## src/rtl/local_irq_pkg.sv

```systemverilog
// Constants, encodings and types shared by the local interrupt unit.
// Assumes a single clock domain; nothing here holds state.
package local_irq_pkg;

	// ==========================================================
	// Delivery modes carried by messages and commands
	typedef enum logic [2:0] {
		DM_FIXED   = 3'h0,
		DM_LOWEST  = 3'h1,
		DM_SYSMGMT = 3'h2,
		DM_REMOTE  = 3'h3,
		DM_NMI     = 3'h4,
		DM_INIT    = 3'h5,
		DM_STARTUP = 3'h6,
		DM_EXTINT  = 3'h7
	} dmode_t;

	// ==========================================================
	// Local vector table entries, one mask and pending bit each
	localparam int NUM_LVT = 5;
	localparam int LVT_PIN0 = 0;
	localparam int LVT_PIN1 = 1;
	localparam int LVT_ERR = 2;
	localparam int LVT_PERF = 3;
	localparam int LVT_THERM = 4;
	localparam logic [NUM_LVT-1:0] MASK_ALL = 5'h1F;
	localparam logic [NUM_LVT-1:0] PEND_RESET = 5'h00;

	// ==========================================================
	// Error status bits
	localparam int ESR_W = 2;
	localparam int ESR_SEND_ILL = 0;
	localparam int ESR_RECV_ILL = 1;
	localparam logic [ESR_W-1:0] ESR_RESET = 2'h0;

	// ==========================================================
	// Identifier and destination widths
	localparam int LDR_W = 8;
	localparam int ID_W_BASE = 4;
	localparam int ID_W_LATER = 8;
	localparam logic [LDR_W-1:0] LDR_RESET = 8'h00;
	localparam logic [7:0] DEST_BCAST = 8'hFF;
	localparam logic [3:0] CLUSTER_BCAST = 4'hF;

	// Transmit state, Gray coded
	typedef enum logic [1:0] {
		TX_IDLE = 2'b00,
		TX_SEND = 2'b01
	} tx_state_t;

endpackage

```

## src/rtl/lint_sync.sv

```systemverilog
// Local interrupt pin front end: synchroniser, polarity, edge pulse.
// Assumes the pin is asynchronous to mclk; polarity is a quiet level.
`timescale 1ns/1ps
module lint_sync (
	input wire logic mclk,
	input wire logic rst,
	input wire logic pin_raw,
	input wire logic active_low,
	output logic active_q,
	output logic rise_q
);
	logic meta_q;
	logic sync_q;
	logic level;

	// ==========================================================
	// Two-flop crossing; meta_q feeds sync_q and nothing else
	always_ff @(posedge mclk or posedge rst) begin
		if (rst) begin
			meta_q <= 1'b0;
			sync_q <= 1'b0;
		end else begin
			meta_q <= pin_raw;
			sync_q <= meta_q;
		end
	end

	// Polarity applied after the crossing, never before it
	assign level = sync_q ^ active_low;

	// Active level and one-cycle pulse on its assertion
	// Reset reads as active so that an idle pin gives no false edge
	// while the crossing fills; an active-low pin that is already active at
	// reset has to go quiet once before its first edge is seen, while an active-high one gives its edge as soon as the crossing fills.
	always_ff @(posedge mclk or posedge rst) begin
		if (rst) begin
			active_q <= 1'b1;
			rise_q <= 1'b0;
		end else begin
			active_q <= level;
			rise_q <= level & ~active_q;
		end
	end
endmodule // lint_sync

```

## src/rtl/dest_match.sv

```systemverilog
// Destination matcher for incoming messages, purely combinational.
// Assumes unit id and logical id are stable while a message is checked.
`timescale 1ns/1ps
module dest_match #(
	parameter bit LATER_GEN = 1'b0
) (
	input wire logic [7:0] dest,
	input wire logic logical,
	input wire logic cluster_mode,
	input wire logic [7:0] unit_id,
	input wire logic [local_irq_pkg::LDR_W-1:0] ldr,
	output logic hit
);
	import local_irq_pkg::*;

	localparam int ID_W = LATER_GEN ? ID_W_LATER : ID_W_BASE;

	// Cluster form: high nibble picks cluster, low nibble is a bit set
	function automatic logic cluster_hit(input logic [7:0] d,
		input logic [7:0] l);
		cluster_hit = ((d[7:4] == l[7:4]) || (d[7:4] == CLUSTER_BCAST))
			&& ((d[3:0] & l[3:0]) != 4'h0);
	endfunction

	logic phys_hit;
	logic flat_hit;

	// ==========================================================
	// id width
	assign phys_hit = (dest[ID_W-1:0] == unit_id[ID_W-1:0])
		|| (dest == DEST_BCAST);
	assign flat_hit = (dest & ldr) != 8'h00;

	// flat form dropped in later configuration
	always_comb begin
		if (!logical)
			hit = phys_hit;
		else if (cluster_mode || LATER_GEN)
			hit = cluster_hit(dest, ldr);
		else
			hit = flat_hit;
	end
endmodule // dest_match

```

## src/rtl/local_irq_unit.sv

```systemverilog
// Local interrupt unit: enable handling, local vector table masks
// and pending bits, message accept, command send, error status.
// Assumes message and command strobes come from logic on mclk and
// that the core acknowledges one pending source at a time.
// Function
// - disable keeps state, sets every mask
// - disabled unit takes only reset-type messages
// - NMI forced edge triggered, reinitialize edge except deassert
// - command messages sent edge, except deassert
// - logical destination holds eight bits
// - unit id four bits, later eight
// - later configuration refuses remote read
// - lowest priority joins only with free slot
// - cluster addressing in logical mode
// - focus checking switchable by software
// - per-pin programmable input polarity
// - system management messages sent and taken
// - error status logged and raised as interrupt
// - performance overflow has its own entry
// - thermal entry in later configuration
// - later configuration ignores focus processor
// - later configuration drops flat logical mode
`timescale 1ns/1ps
module local_irq_unit #(
	parameter bit LATER_GEN = 1'b0
) (
	input wire logic mclk,
	input wire logic rst,
	input wire logic sw_enable,
	input wire logic [local_irq_pkg::NUM_LVT-1:0] mask_set,
	input wire logic [local_irq_pkg::NUM_LVT-1:0] mask_clr,
	input wire logic pin0_raw,
	input wire logic pin1_raw,
	input wire logic pin0_active_low,
	input wire logic pin1_active_low,
	input wire logic perf_ovf,
	input wire logic thermal_evt,
	input wire logic esr_clr,
	input wire logic [7:0] unit_id,
	input wire logic ldr_wr,
	input wire logic [local_irq_pkg::LDR_W-1:0] ldr_data,
	input wire logic cluster_mode,
	input wire logic focus_chk_en,
	input wire logic focus_hit,
	input wire logic slot_free,
	input wire logic msg_valid,
	input wire local_irq_pkg::dmode_t msg_mode,
	input wire logic [7:0] msg_dest,
	input wire logic msg_logical,
	input wire logic msg_level,
	input wire logic msg_assert,
	input wire logic [7:0] msg_vector,
	input wire logic cmd_valid,
	input wire local_irq_pkg::dmode_t cmd_mode,
	input wire logic [7:0] cmd_dest,
	input wire logic cmd_logical,
	input wire logic cmd_level,
	input wire logic cmd_assert,
	input wire logic [7:0] cmd_vector,
	input wire logic tx_ack,
	input wire logic core_ack,
	output logic cmd_ready,
	output logic tx_valid_q,
	output local_irq_pkg::dmode_t tx_mode_q,
	output logic [7:0] tx_dest_q,
	output logic tx_logical_q,
	output logic tx_level_q,
	output logic tx_assert_q,
	output logic [7:0] tx_vector_q,
	output logic msg_ack_q,
	output logic msg_nak_q,
	output logic arb_join_q,
	output logic focus_claim_q,
	output logic rr_valid_q,
	output logic [7:0] rr_data_q,
	output logic deliver_q,
	output local_irq_pkg::dmode_t deliver_mode_q,
	output logic [7:0] deliver_vector_q,
	output logic deliver_edge_q,
	output logic [local_irq_pkg::NUM_LVT-1:0] mask_q,
	output logic [local_irq_pkg::NUM_LVT-1:0] pend_q,
	output logic core_irq,
	output logic [2:0] core_src,
	output logic [local_irq_pkg::ESR_W-1:0] esr_q,
	output logic [local_irq_pkg::LDR_W-1:0] ldr_q
);
	import local_irq_pkg::*;

	// Modes a disabled unit still takes
	function automatic logic reset_type(input dmode_t m);
		unique case (m)
			DM_INIT, DM_SYSMGMT, DM_NMI, DM_STARTUP: reset_type = 1'b1;
			DM_FIXED, DM_LOWEST, DM_REMOTE, DM_EXTINT: reset_type = 1'b0;
		endcase
	endfunction

	// Reinitialize deassert is the only level-type message left
	function automatic logic is_deassert(input dmode_t m,
		input logic a);
		is_deassert = (m == DM_INIT) && !a;
	endfunction

	// Lowest index pending source wins
	function automatic logic [2:0] first_set(input logic [4:0] p);
		first_set = 3'h0;
		for (int i = NUM_LVT - 1; i >= 0; i--) begin
			if (p[i])
				first_set = 3'(i);
		end
	endfunction

	logic pin0_rise;
	logic pin1_rise;
	logic dest_hit;
	logic msg_ok;
	logic esr_pulse;
	logic [NUM_LVT-1:0] evt;
	logic [NUM_LVT-1:0] ack_vec;
	logic [ESR_W-1:0] esr_set;
	tx_state_t tx_state_q;

	// ==========================================================
	// Local pins
	// polarity per pin
	lint_sync u_pin0 (
		.mclk(mclk),
		.rst(rst),
		.pin_raw(pin0_raw),
		.active_low(pin0_active_low),
		.active_q(),
		.rise_q(pin0_rise)
	);

	lint_sync u_pin1 (
		.mclk(mclk),
		.rst(rst),
		.pin_raw(pin1_raw),
		.active_low(pin1_active_low),
		.active_q(),
		.rise_q(pin1_rise)
	);

	// ==========================================================
	// Identity and destination match
	// logical id capture
	always_ff @(posedge mclk or posedge rst) begin
		if (rst)
			ldr_q <= LDR_RESET;
		else if (ldr_wr)
			ldr_q <= ldr_data;
	end

	dest_match #(.LATER_GEN(LATER_GEN)) u_match (
		.dest(msg_dest),
		.logical(msg_logical),
		.cluster_mode(cluster_mode),
		.unit_id(unit_id),
		.ldr(ldr_q),
		.hit(dest_hit)
	);

	// ==========================================================
	// Masks
	// disable sets all masks
	// re-enable leaves masks set
	// Software clears act only while enabled; sets always win
	always_ff @(posedge mclk or posedge rst) begin
		if (rst)
			mask_q <= MASK_ALL;
		else if (!sw_enable)
			mask_q <= MASK_ALL;
		else
			mask_q <= (mask_q & ~mask_clr) | mask_set;
	end

	// ==========================================================
	// Local sources into pending bits
	// error entry
	assign esr_pulse = |esr_set;
	assign evt = {thermal_evt & LATER_GEN, perf_ovf, esr_pulse,
		pin1_rise, pin0_rise};
	assign ack_vec = core_ack ? (5'h01 << core_src) : 5'h00;

	// Event in the ack cycle survives: set beats clear
	always_ff @(posedge mclk or posedge rst) begin
		if (rst)
			pend_q <= PEND_RESET;
		else
			pend_q <= (pend_q & ~ack_vec) | (evt & ~mask_q);
	end

	assign core_irq = |pend_q;
	assign core_src = first_set(pend_q);

	// ==========================================================
	// Error status
	// remote read is an error in later configuration
	assign esr_set[ESR_SEND_ILL] = cmd_valid && cmd_ready
		&& LATER_GEN && (cmd_mode == DM_REMOTE);
	assign esr_set[ESR_RECV_ILL] = msg_valid && dest_hit
		&& LATER_GEN && (msg_mode == DM_REMOTE);

	// sticky log, set wins over clear
	always_ff @(posedge mclk or posedge rst) begin
		if (rst)
			esr_q <= ESR_RESET;
		else
			esr_q <= (esr_clr ? ESR_RESET : esr_q) | esr_set;
	end

	// ==========================================================
	// Incoming messages
	// disabled unit takes only reset-type modes
	always_comb begin
		msg_ok = 1'b0;
		if (!sw_enable)
			msg_ok = reset_type(msg_mode);
		else if (msg_mode == DM_REMOTE)
			msg_ok = !LATER_GEN;
		else if (msg_mode == DM_LOWEST)
			msg_ok = slot_free;
		else
			msg_ok = 1'b1;
	end

	// Accept or refuse, one cycle after the strobe
	always_ff @(posedge mclk or posedge rst) begin
		if (rst) begin
			msg_ack_q <= 1'b0;
			msg_nak_q <= 1'b0;
		end else begin
			msg_ack_q <= msg_valid && dest_hit && msg_ok;
			msg_nak_q <= msg_valid && dest_hit && !msg_ok;
		end
	end

	// join arbitration only with a free slot
	always_ff @(posedge mclk or posedge rst) begin
		if (rst) begin
			arb_join_q <= 1'b0;
			focus_claim_q <= 1'b0;
		end else begin
			arb_join_q <= msg_valid && dest_hit && sw_enable
				&& (msg_mode == DM_LOWEST) && slot_free;
			focus_claim_q <= msg_valid && dest_hit && sw_enable
				&& (msg_mode == DM_LOWEST) && slot_free
				&& focus_chk_en && focus_hit && !LATER_GEN;
		end
	end

	// remote read answered only in base configuration
	always_ff @(posedge mclk or posedge rst) begin
		if (rst) begin
			rr_valid_q <= 1'b0;
			rr_data_q <= 8'h00;
		end else begin
			rr_valid_q <= msg_valid && dest_hit && sw_enable
				&& (msg_mode == DM_REMOTE) && !LATER_GEN;
			rr_data_q <= LATER_GEN ? 8'h00 : ldr_q;
		end
	end

	// Accepted messages handed to the core; remote read is not one
	// NMI forced to edge, reinitialize edge except deassert
	always_ff @(posedge mclk or posedge rst) begin
		if (rst) begin
			deliver_q <= 1'b0;
			deliver_mode_q <= DM_FIXED;
			deliver_vector_q <= 8'h00;
			deliver_edge_q <= 1'b1;
		end else begin
			deliver_q <= msg_valid && dest_hit && msg_ok
				&& (msg_mode != DM_REMOTE);
			deliver_mode_q <= msg_mode;
			deliver_vector_q <= msg_vector;
			if (msg_mode == DM_NMI)
				deliver_edge_q <= 1'b1;
			else if (msg_mode == DM_INIT)
				deliver_edge_q <= msg_assert;
			else
				deliver_edge_q <= !msg_level;
		end
	end

	// ==========================================================
	// Command send
	// Ready only when idle: a second command waits for tx_ack
	assign cmd_ready = (tx_state_q == TX_IDLE);

	always_ff @(posedge mclk or posedge rst) begin
		if (rst)
			tx_state_q <= TX_IDLE;
		else begin
			unique case (tx_state_q)
				TX_IDLE: begin
					if (cmd_valid && !esr_set[ESR_SEND_ILL])
						tx_state_q <= TX_SEND;
				end
				TX_SEND: begin
					if (tx_ack)
						tx_state_q <= TX_IDLE;
				end
				default: tx_state_q <= TX_IDLE;
			endcase
		end
	end

	// command messages are edge, except deassert
	// system management mode may be sent
	always_ff @(posedge mclk or posedge rst) begin
		if (rst) begin
			tx_mode_q <= DM_FIXED;
			tx_dest_q <= 8'h00;
			tx_logical_q <= 1'b0;
			tx_level_q <= 1'b0;
			tx_assert_q <= 1'b0;
			tx_vector_q <= 8'h00;
		end else if (cmd_valid && cmd_ready) begin
			tx_mode_q <= cmd_mode;
			tx_dest_q <= cmd_dest;
			tx_logical_q <= cmd_logical;
			tx_level_q <= is_deassert(cmd_mode, cmd_assert) & cmd_level;
			tx_assert_q <= cmd_assert;
			tx_vector_q <= cmd_vector;
		end
	end

	assign tx_valid_q = (tx_state_q == TX_SEND);

	// ==========================================================
	// Checks
	// disable forces masks
	disable_mask_a: assert property (@(posedge mclk) disable iff (rst)
		!sw_enable |=> mask_q == MASK_ALL)
		else $error("masks not set while disabled");

	mask_sticky_a: assert property (@(posedge mclk) disable iff (rst)
		mask_clr == 5'h00 |=> (mask_q & $past(mask_q)) == $past(mask_q))
		else $error("mask bit dropped without clear");

	disabled_refuse_a: assert property (@(posedge mclk) disable iff (rst)
		msg_valid && !sw_enable && msg_mode == DM_FIXED
		|=> !deliver_q && !msg_ack_q)
		else $error("disabled unit took fixed message");

	nmi_edge_a: assert property (@(posedge mclk) disable iff (rst)
		deliver_q && deliver_mode_q == DM_NMI |-> deliver_edge_q)
		else $error("NMI delivered as level");

	cmd_edge_a: assert property (@(posedge mclk) disable iff (rst)
		tx_valid_q && tx_level_q |-> tx_mode_q == DM_INIT && !tx_assert_q)
		else $error("command sent level triggered");

	ldr_write_a: assert property (@(posedge mclk) disable iff (rst)
		ldr_wr |=> ldr_q == $past(ldr_data))
		else $error("logical id not captured");

	// no remote read answer in later configuration
	remote_read_a: assert property (@(posedge mclk) disable iff (rst)
		LATER_GEN && msg_valid && dest_hit && msg_mode == DM_REMOTE
		|=> !rr_valid_q && esr_q[ESR_RECV_ILL])
		else $error("remote read not refused");

	// arbitration join needs a free slot
	lowest_slot_a: assert property (@(posedge mclk) disable iff (rst)
		arb_join_q |-> $past(slot_free) && $past(msg_valid))
		else $error("joined arbitration without free slot");

	// no focus claim in later configuration
	focus_later_a: assert property (@(posedge mclk) disable iff (rst)
		LATER_GEN |-> !focus_claim_q)
		else $error("focus claimed in later configuration");

	// error event reaches pending when unmasked
	err_pend_a: assert property (@(posedge mclk) disable iff (rst)
		esr_pulse && !mask_q[LVT_ERR] |=> pend_q[LVT_ERR] && core_irq)
		else $error("error interrupt not raised");

	send_done_c: cover property (@(posedge mclk) disable iff (rst)
		cmd_valid && cmd_ready ##1 tx_valid_q [*2] ##1 !tx_valid_q);
	reenable_c: cover property (@(posedge mclk) disable iff (rst)
		!sw_enable ##1 sw_enable ##[1:20] mask_q != MASK_ALL);
	lowest_c: cover property (@(posedge mclk) disable iff (rst)
		arb_join_q ##1 deliver_q == 1'b0);
endmodule // local_irq_unit

```

## config.mk

```make
export PLATFORM = sky130hd
export DESIGN_NAME = local_irq_unit
export DESIGN_NICKNAME = d
export VERILOG_FILES = /design/src/rtl/local_irq_pkg.sv /design/src/rtl/lint_sync.sv /design/src/rtl/dest_match.sv /design/src/rtl/local_irq_unit.sv
export SDC_FILE = /design/constraint.sdc
export NUM_CORES = 1
export LEC_CHECK = 0
export ABC_AREA = 0
export BUFFER_PORTS_ARGS = -buffer_cell sky130_fd_sc_hd__buf_2
export CAP_MARGIN = 10
export CORE_ASPECT_RATIO = 2
export CORE_MARGIN = 4
export CORE_UTILIZATION = 46
export DETAILED_ROUTE_END_ITERATION = 8
export PLACE_DENSITY = 0.84
export SLEW_MARGIN = 20
export SYNTH_ARGS = -nofsm -noshare
export SYNTH_HDL_FRONTEND = slang
export SYNTH_SLANG_ARGS = --single-unit
```

## constraint.sdc

```tcl
create_clock -name mclk -period 4.7 [get_ports mclk]
set_input_delay 0.705 -clock mclk [delete_from_list [all_inputs] [get_ports mclk]]
set_output_delay 0.705 -clock mclk [all_outputs]
set_load 0.005 [all_outputs]
```

==> impl_metrics.py, run 1 <==
metrics = {
    "outcome": {
        "status": "finished, final reports clean",
    },
    "cts": {
        "cts_tree": "done",
        "cts_root_buf": "clkbuf_16",
        "cts.sinks": 75,
        "cts_buffers": 9,
        "htree_levels": 3,
        "clk_pin_slew_worst_paths_ns": 0.05,
        "hold_buffers": 0,
        "post_cts_resized": 0,
        "clockBufferDepth": 2,
        "clock_latency_ns": 0.33,
        "post_cts_buffers": 0,
    },
    "floorplanning": {
        "core-area_mm2": 0.00581,
        "start_util_pct": 47.7,
        "rows": 39,
        "fp.dieW_um": 62.9,
        "ios": 163,
        "die_height_um": 118,
        "dieArea_mm2": 0.00741,
    },
    "synthesis": {
        "yosys.area.top_type": "dfrtp_1",
        "ys_top_cells_by_area": "dfrtp_1 (60%), mux2_2 (12%), dfstp_2 (7.6%)",
        "synthFlopType": "dfrtp_1",
        "netlist_instances": 191,
        "synthesis.yosys.warnings": 0,
        "yosysSeqAreaShare_pct": 68.1,
        "synth_area_per_cell_um2": 14.5,
        "ys_async_sr_fraction_pct": 100,
        "synthDistinctLibCells": 36,
        "yosys_register_bits": 75,
        "netlist_area_mm2": 0.00277,
        "synth_top_area_share_pct": 60.5,
        "synth_edf_count": 0,
    },
    "layout": {
        "final_cells": 417,
        "drive_gt1_share_pct": 59.0,
        "area_growth_pct": 41.6,
        "finalInstanceArea_mm2": 0.00393,
        "final_cell_mix": "buf_2 (154), dfrtp_1 (67), mux2_2 (29), inv_1 (9), clkbuf_16 (9)",
        "layout_commonest_cell": "buf_2",
        "nets": 444,
        "antennaDiodeCount": 0,
    },
    "detailed_routing": {
        "drc": 0,
        "wirelength_mm": 6.55,
        "drtIter0Drc": 69,
        "wl_per_cell_um": 15.7,
        "vias": 2102,
        "via_per_inst": 5.04,
        "drt_pass1_iterations": 4,
        "antenna_left": 0,
    },
    "worst_setup_path": {
        "reg2reg_slack_ns": 2.67,
        "crit_required_ns": 4.92,
        "critPathLaunchType": "input port",
        "reg2reg_from": "ldr_q[4]",
        "crit_path_end": "arb_join_q",
        "worstReg2RegEnd": "arb_join_q",
        "crit_fanout": 6,
        "critical_path.slowest_cell": "or4_1",
        "cp-startpoint": "msg_dest[4]",
        "crit_chain": "buf_2 > ha_1 > or4_1 > a32oi_1 > nor2_1 > nor4b_1",
        "cp-end-kind": "register",
        "crit_type": "input port to register",
        "arrival_ns": 2.34,
        "max_stage_delay_ns": 0.55,
        "rr_worst_depth": 5,
    },
    "power": {
        "peakVddDrop_uv": 290,
        "power.density_mw_per_mm2": 439,
        "p_leak_uw": 0.00200,
    },
    "timing": {
        "grt_setup_unrepaired": "false",
        "fin_crit_sh_pct": 45.1,
        "finalSetupViolCount": 0,
        "finClkSkew_ns": 0.00513,
        "hold_slack_ns": 0.350,
        "setup_tns_ns": 0,
        "final_hold_viol_count": 0,
        "worst_pin_slew_ns": 1.08,
        "fmax_mhz": 472,
        "layout_setup_ws_ns": 2.58,
        "relSlewSlack_pct": 27.8,
        "drv_slew": 0,
        "fin_crit_ns": 2.12,
    },
    "run": {
        "cap_violations": 0,
    },
    "placement": {
        "dpl_worst_slack_ns": 2.20,
        "postPlaceCellArea_mm2": 0.00360,
        "io_buffer_count": 154,
        "dp_cells": 401,
        "gp_congestion": 0.751,
        "dp_hpwl_mm": 5.14,
    },
    "grt": {
        "grt_pass1_vias": 2244,
        "overflow": 0,
        "grt_antenna_before_repair": 0,
        "grt_pass1_wl_mm": 10.5,
        "track_usage_pct": 18.6,
        "grt_max_degree": 41,
    },
    "hold_path": {
        "worstHoldStart": "u_pin0.meta_q",
        "hold_class": "register to register",
    },
}
-- state kept, by name, indices dropped and copies added, names as in the netlist, 3 cells and up --
register / flops
tx_dest_q: 8
pend_q: 5
deliver_mode_q: 3
tx_mode_q: 3
rr_data_q: 8
tx_vector_q: 8
deliver_vector_q: 8
mask_q: 5
ldr_q: 8
-- worst max-delay path: cells and delay by family --
kind	cells	cell delay [ns]
and+or+nand+nor	3	1.02
adders and majority gates	1	0.27
AOI/OAI and AO/OA	1	0.23
buffers and inverters	1	0.11
-- report_power, final --
part / internal (uW) / switching (uW)
Clock: 492 / 240
Sequential: 722 / 34.8
Combinational: 130 / 105
-- layer usage --
| metal | vias up | track usage [%] | share of wire (%) |
|---|---|---|---|
| met4 | 0 | 9.68 | 2.6 |
| met1 | 1009 | 18.5 | 32 |
| met2 | 97 | 33.7 | 58 |
| met3 | 13 | 5.64 | 7.3 |
| met5 | - | 0 | 0 |
| li1 | 983 | - | - |
-- worst min path at each step --
stage,slack [ns],depth (start not counted),to
after floorplan,0.33,0,u_pin0.sync_q
after global routing,0.37,0,u_pin0.sync_q
final,0.35,0,u_pin0.sync_q
after global placement,0.33,0,u_pin0.sync_q
after CTS,0.35,0,u_pin1.sync_q
after detailed placement,0.34,0,u_pin1.sync_q
-- per-stage QoR --
stage | total power [uW] | utilization, %
6_report | 1720 | 67.6
5_1_grt | 1810 | 67.6
4_1_cts | 1750 | 67.6
3_5_place_dp | 1010 | 61.9
3_3_place_gp | 995 | 61.9
2_1_floorplan | 873 | -
-- cell type report --
type                       count  area (um^2)
sequential                    75         1890
fill                         429         1880
multi-input combinational    100          818
timing repair buffer         155          778
clock buffer                  12          256
tap                           61         76.3
clock inverter                 4         72.6
inverter                      10         37.5
-- cell families after synthesis --
family                   count (synthesis)  share of synthesized area (%)
AO/OA/AOI/OAI                           19                           4.47
buffers and inverters                   17                           2.66
XOR/XNOR                                 6                           1.90
flip-flops                              75                           68.1
adder cells (fa/ha/maj)                  4                           1.81
other                                    1                          0.135
AND/OR/NAND/NOR                         40                           9.21
multiplexers                            29                           11.8
-- cell usage after synthesis (3+ instances only) --
| library cell | instances |
|---|---|
| dfrtp_1 | 67 |
| nand3b_1 | 5 |
| ha_1 | 4 |
| o21ai_0 | 7 |
| nor4_1 | 4 |
| nor2b_1 | 4 |
| nand2b_1 | 6 |
| clkbuf_1 | 3 |
| mux2_2 | 29 |
| xor2_1 | 6 |
| nor2_1 | 5 |
| dfstp_2 | 8 |
| a21oi_1 | 3 |
| nor3_1 | 3 |
| inv_1 | 10 |
No activity file was read; power rests on OpenSTA's default activity.
==> inputs of run 2 (changes only) <==
- CORE_UTILIZATION: 46 -> 39
- PLACE_DENSITY: 0.84 -> 0.76
- clock period: 4.7 -> 1.7 ns (I/O delays scaled with it)
==> run 2 against run 1 <==
Compared with the run above:
- the run now ends with negative setup slack left
- non-clock buffer count up 7
- critical path depth down 1
- worst hold slack worse by 0.32 ns
- setup slack worse by 2.7 ns
- via count up 2.3%
- combinational power rose to 2.9 times the previous value
- total power rose to 2.9 times the previous value
- wire length up 6.1%
- die area up 16%
==> impl_metrics.py, run 2 (synthesized netlist as in run 1, its figures left out) <==
metrics = {
    "floorplanning": {
        "dieArea_mm2": 0.00860,
        "start_util_pct": 39.9,
        "ios": 163,
        "die_height_um": 127,
        "rows": 43,
        "fp.dieW_um": 67.6,
        "core-area_mm2": 0.00694,
    },
    "worst_setup_path": {
        "max_stage_delay_ns": 0.53,
        "crit_required_ns": 1.97,
        "cp-end-kind": "register",
        "critical_path.slowest_cell": "or4_4",
        "rr_worst_depth": 5,
        "critPathBufInv": 0,
        "arrival_ns": 2.12,
        "crit_family": "simple AND/OR/NAND/NOR gates",
        "critPathLaunchType": "register",
        "crit_fanout": 6,
        "cp_num_cells": 5,
        "reg2reg_slack_ns": -0.15,
        "crit_type": "register to register",
        "crit_chain": "ha_1 > or4_4 > a32oi_2 > nor2_4 > and4bb_2",
    },
    "timing": {
        "fin_crit_sh_pct": 109,
        "fmax_mhz": 542,
        "finalSetupViolCount": 6,
        "worst_pin_slew_ns": 0.817,
        "drv_slew": 0,
        "layout_setup_ws_ns": -0.145,
        "relSlewSlack_pct": 45.1,
        "fin_crit_ns": 1.85,
        "grt_setup_unrepaired": "true",
        "finClkSkew_ns": 0.00527,
        "final_hold_viol_count": 0,
    },
    "cts": {
        "htree_levels": 3,
        "cts.sinks": 75,
        "cts_tree": "done",
        "clockBufferDepth": 2,
        "clk_pin_slew_worst_paths_ns": 0.06,
        "clock_latency_ns": 0.33,
        "cts_root_buf": "clkbuf_16",
        "cts_buffers": 9,
    },
    "outcome": {
        "violations": "negative setup slack",
        "status": "finished with violations",
    },
    "power": {
        "power.density_mw_per_mm2": 1210,
        "p_leak_uw": 0.00205,
        "power_uw": 4930,
        "peakVddDrop_uv": 811,
    },
    "hold_path": {
        "whs_path_depth": 1,
        "hold_class": "input port to register",
    },
    "layout": {
        "nets": 451,
        "fin_util_pct": 58.6,
        "drive_gt1_share_pct": 61.2,
        "layout_commonest_cell": "buf_2",
        "final_cell_mix": "buf_2 (154), dfrtp_1 (67), mux2_2 (29), inv_1 (9), clkbuf_16 (9)",
        "antennaDiodeCount": 0,
        "area_growth_pct": 46.6,
    },
    "detailed_routing": {
        "drc": 0,
        "drtIter0Drc": 77,
        "wirelength_mm": 6.95,
        "drt_pass1_iterations": 4,
        "wl_per_cell_um": 15.3,
        "antenna_left": 0,
        "vias": 2150,
        "via_per_inst": 4.75,
    },
    "grt": {
        "grt_max_degree": 40,
        "overflow": 0,
        "grt_pass1_vias": 2352,
        "grt_antenna_before_repair": 0,
        "grt_pass1_wl_mm": 10.8,
        "track_usage_pct": 17.2,
    },
    "placement": {
        "io_buffer_count": 154,
        "dp_hpwl_mm": 5.56,
        "gp_congestion": 0.747,
    },
    "run": {
        "cap_violations": 0,
    },
}
run 2: final timing paths:
check / end / startpoint
worst max-delay path: msg_nak_q / ldr_q[4]
worst min-delay path: deliver_vector_q[4] / msg_vector[4]
worst max register to register: msg_nak_q / ldr_q[4]
worst min register to register: u_pin1.sync_q / u_pin1.meta_q
max in group asynchronous: deliver_edge_q / rst
min in group asynchronous: rr_data_q[4] / rst
run 2: layout make-up:
cell class | instances | area (um^2)
clock buffers | 11 | 243
clock inverters | 5 | 100
fillers | 564 | 2880
inverters | 10 | 41.3
multi-input cells | 100 | 850
flip-flops and latches | 75 | 1890
well taps | 90 | 113
repair buffers | 162 | 831
run 2: report_power, final:
group / switching, uW / leakage (uW) / internal, uW
Combinational: 305 / 0.000986 / 384
Sequential: 94.5 / 0.000894 / 2000
Clock: 685 / 0.000169 / 1470
run 2: worst register-to-register path, stage by stage (launching register included):
cell      delay, ns
dfrtp_1        0.38
ha_1           0.28
or4_4          0.53
a32oi_2        0.23
nor2_4         0.08
and4bb_2       0.29
run 2: metal layers:
layer	track usage (%)	vias to the layer above	share of wire [%]
met5	0	-	0
met4	11.6	0	3.6
met3	3.52	16	6.5
met2	32.3	84	60
met1	15.4	1054	30
li1	-	996	-
run 2: repair_timing:
item | in CTS | in global routing
hold buffers | 0 | 0
resized for setup | 1 | 4
buffers inserted | 0 | 0
pin swaps | 2 | 1
endpoints found under the setup margin | 6 | 6
hold endpoints to repair | 0 | 0
run 2: through the flow:
step           setup TNS (ns)  setup WS (ns)  hold slack [ns]  instances  area [um^2]
6_report               -0.648         -0.145           0.0307        453         4060
5_1_grt                 -1.03         -0.221           0.0177        453         4060
4_1_cts                -0.897         -0.201           0.0166        453         4040
3_5_place_dp           -0.936         -0.225            0.352        437         3690
3_3_place_gp           -0.623         -0.160            0.334        437         3690
2_1_floorplan          -0.304        -0.0955            0.286        192         2780
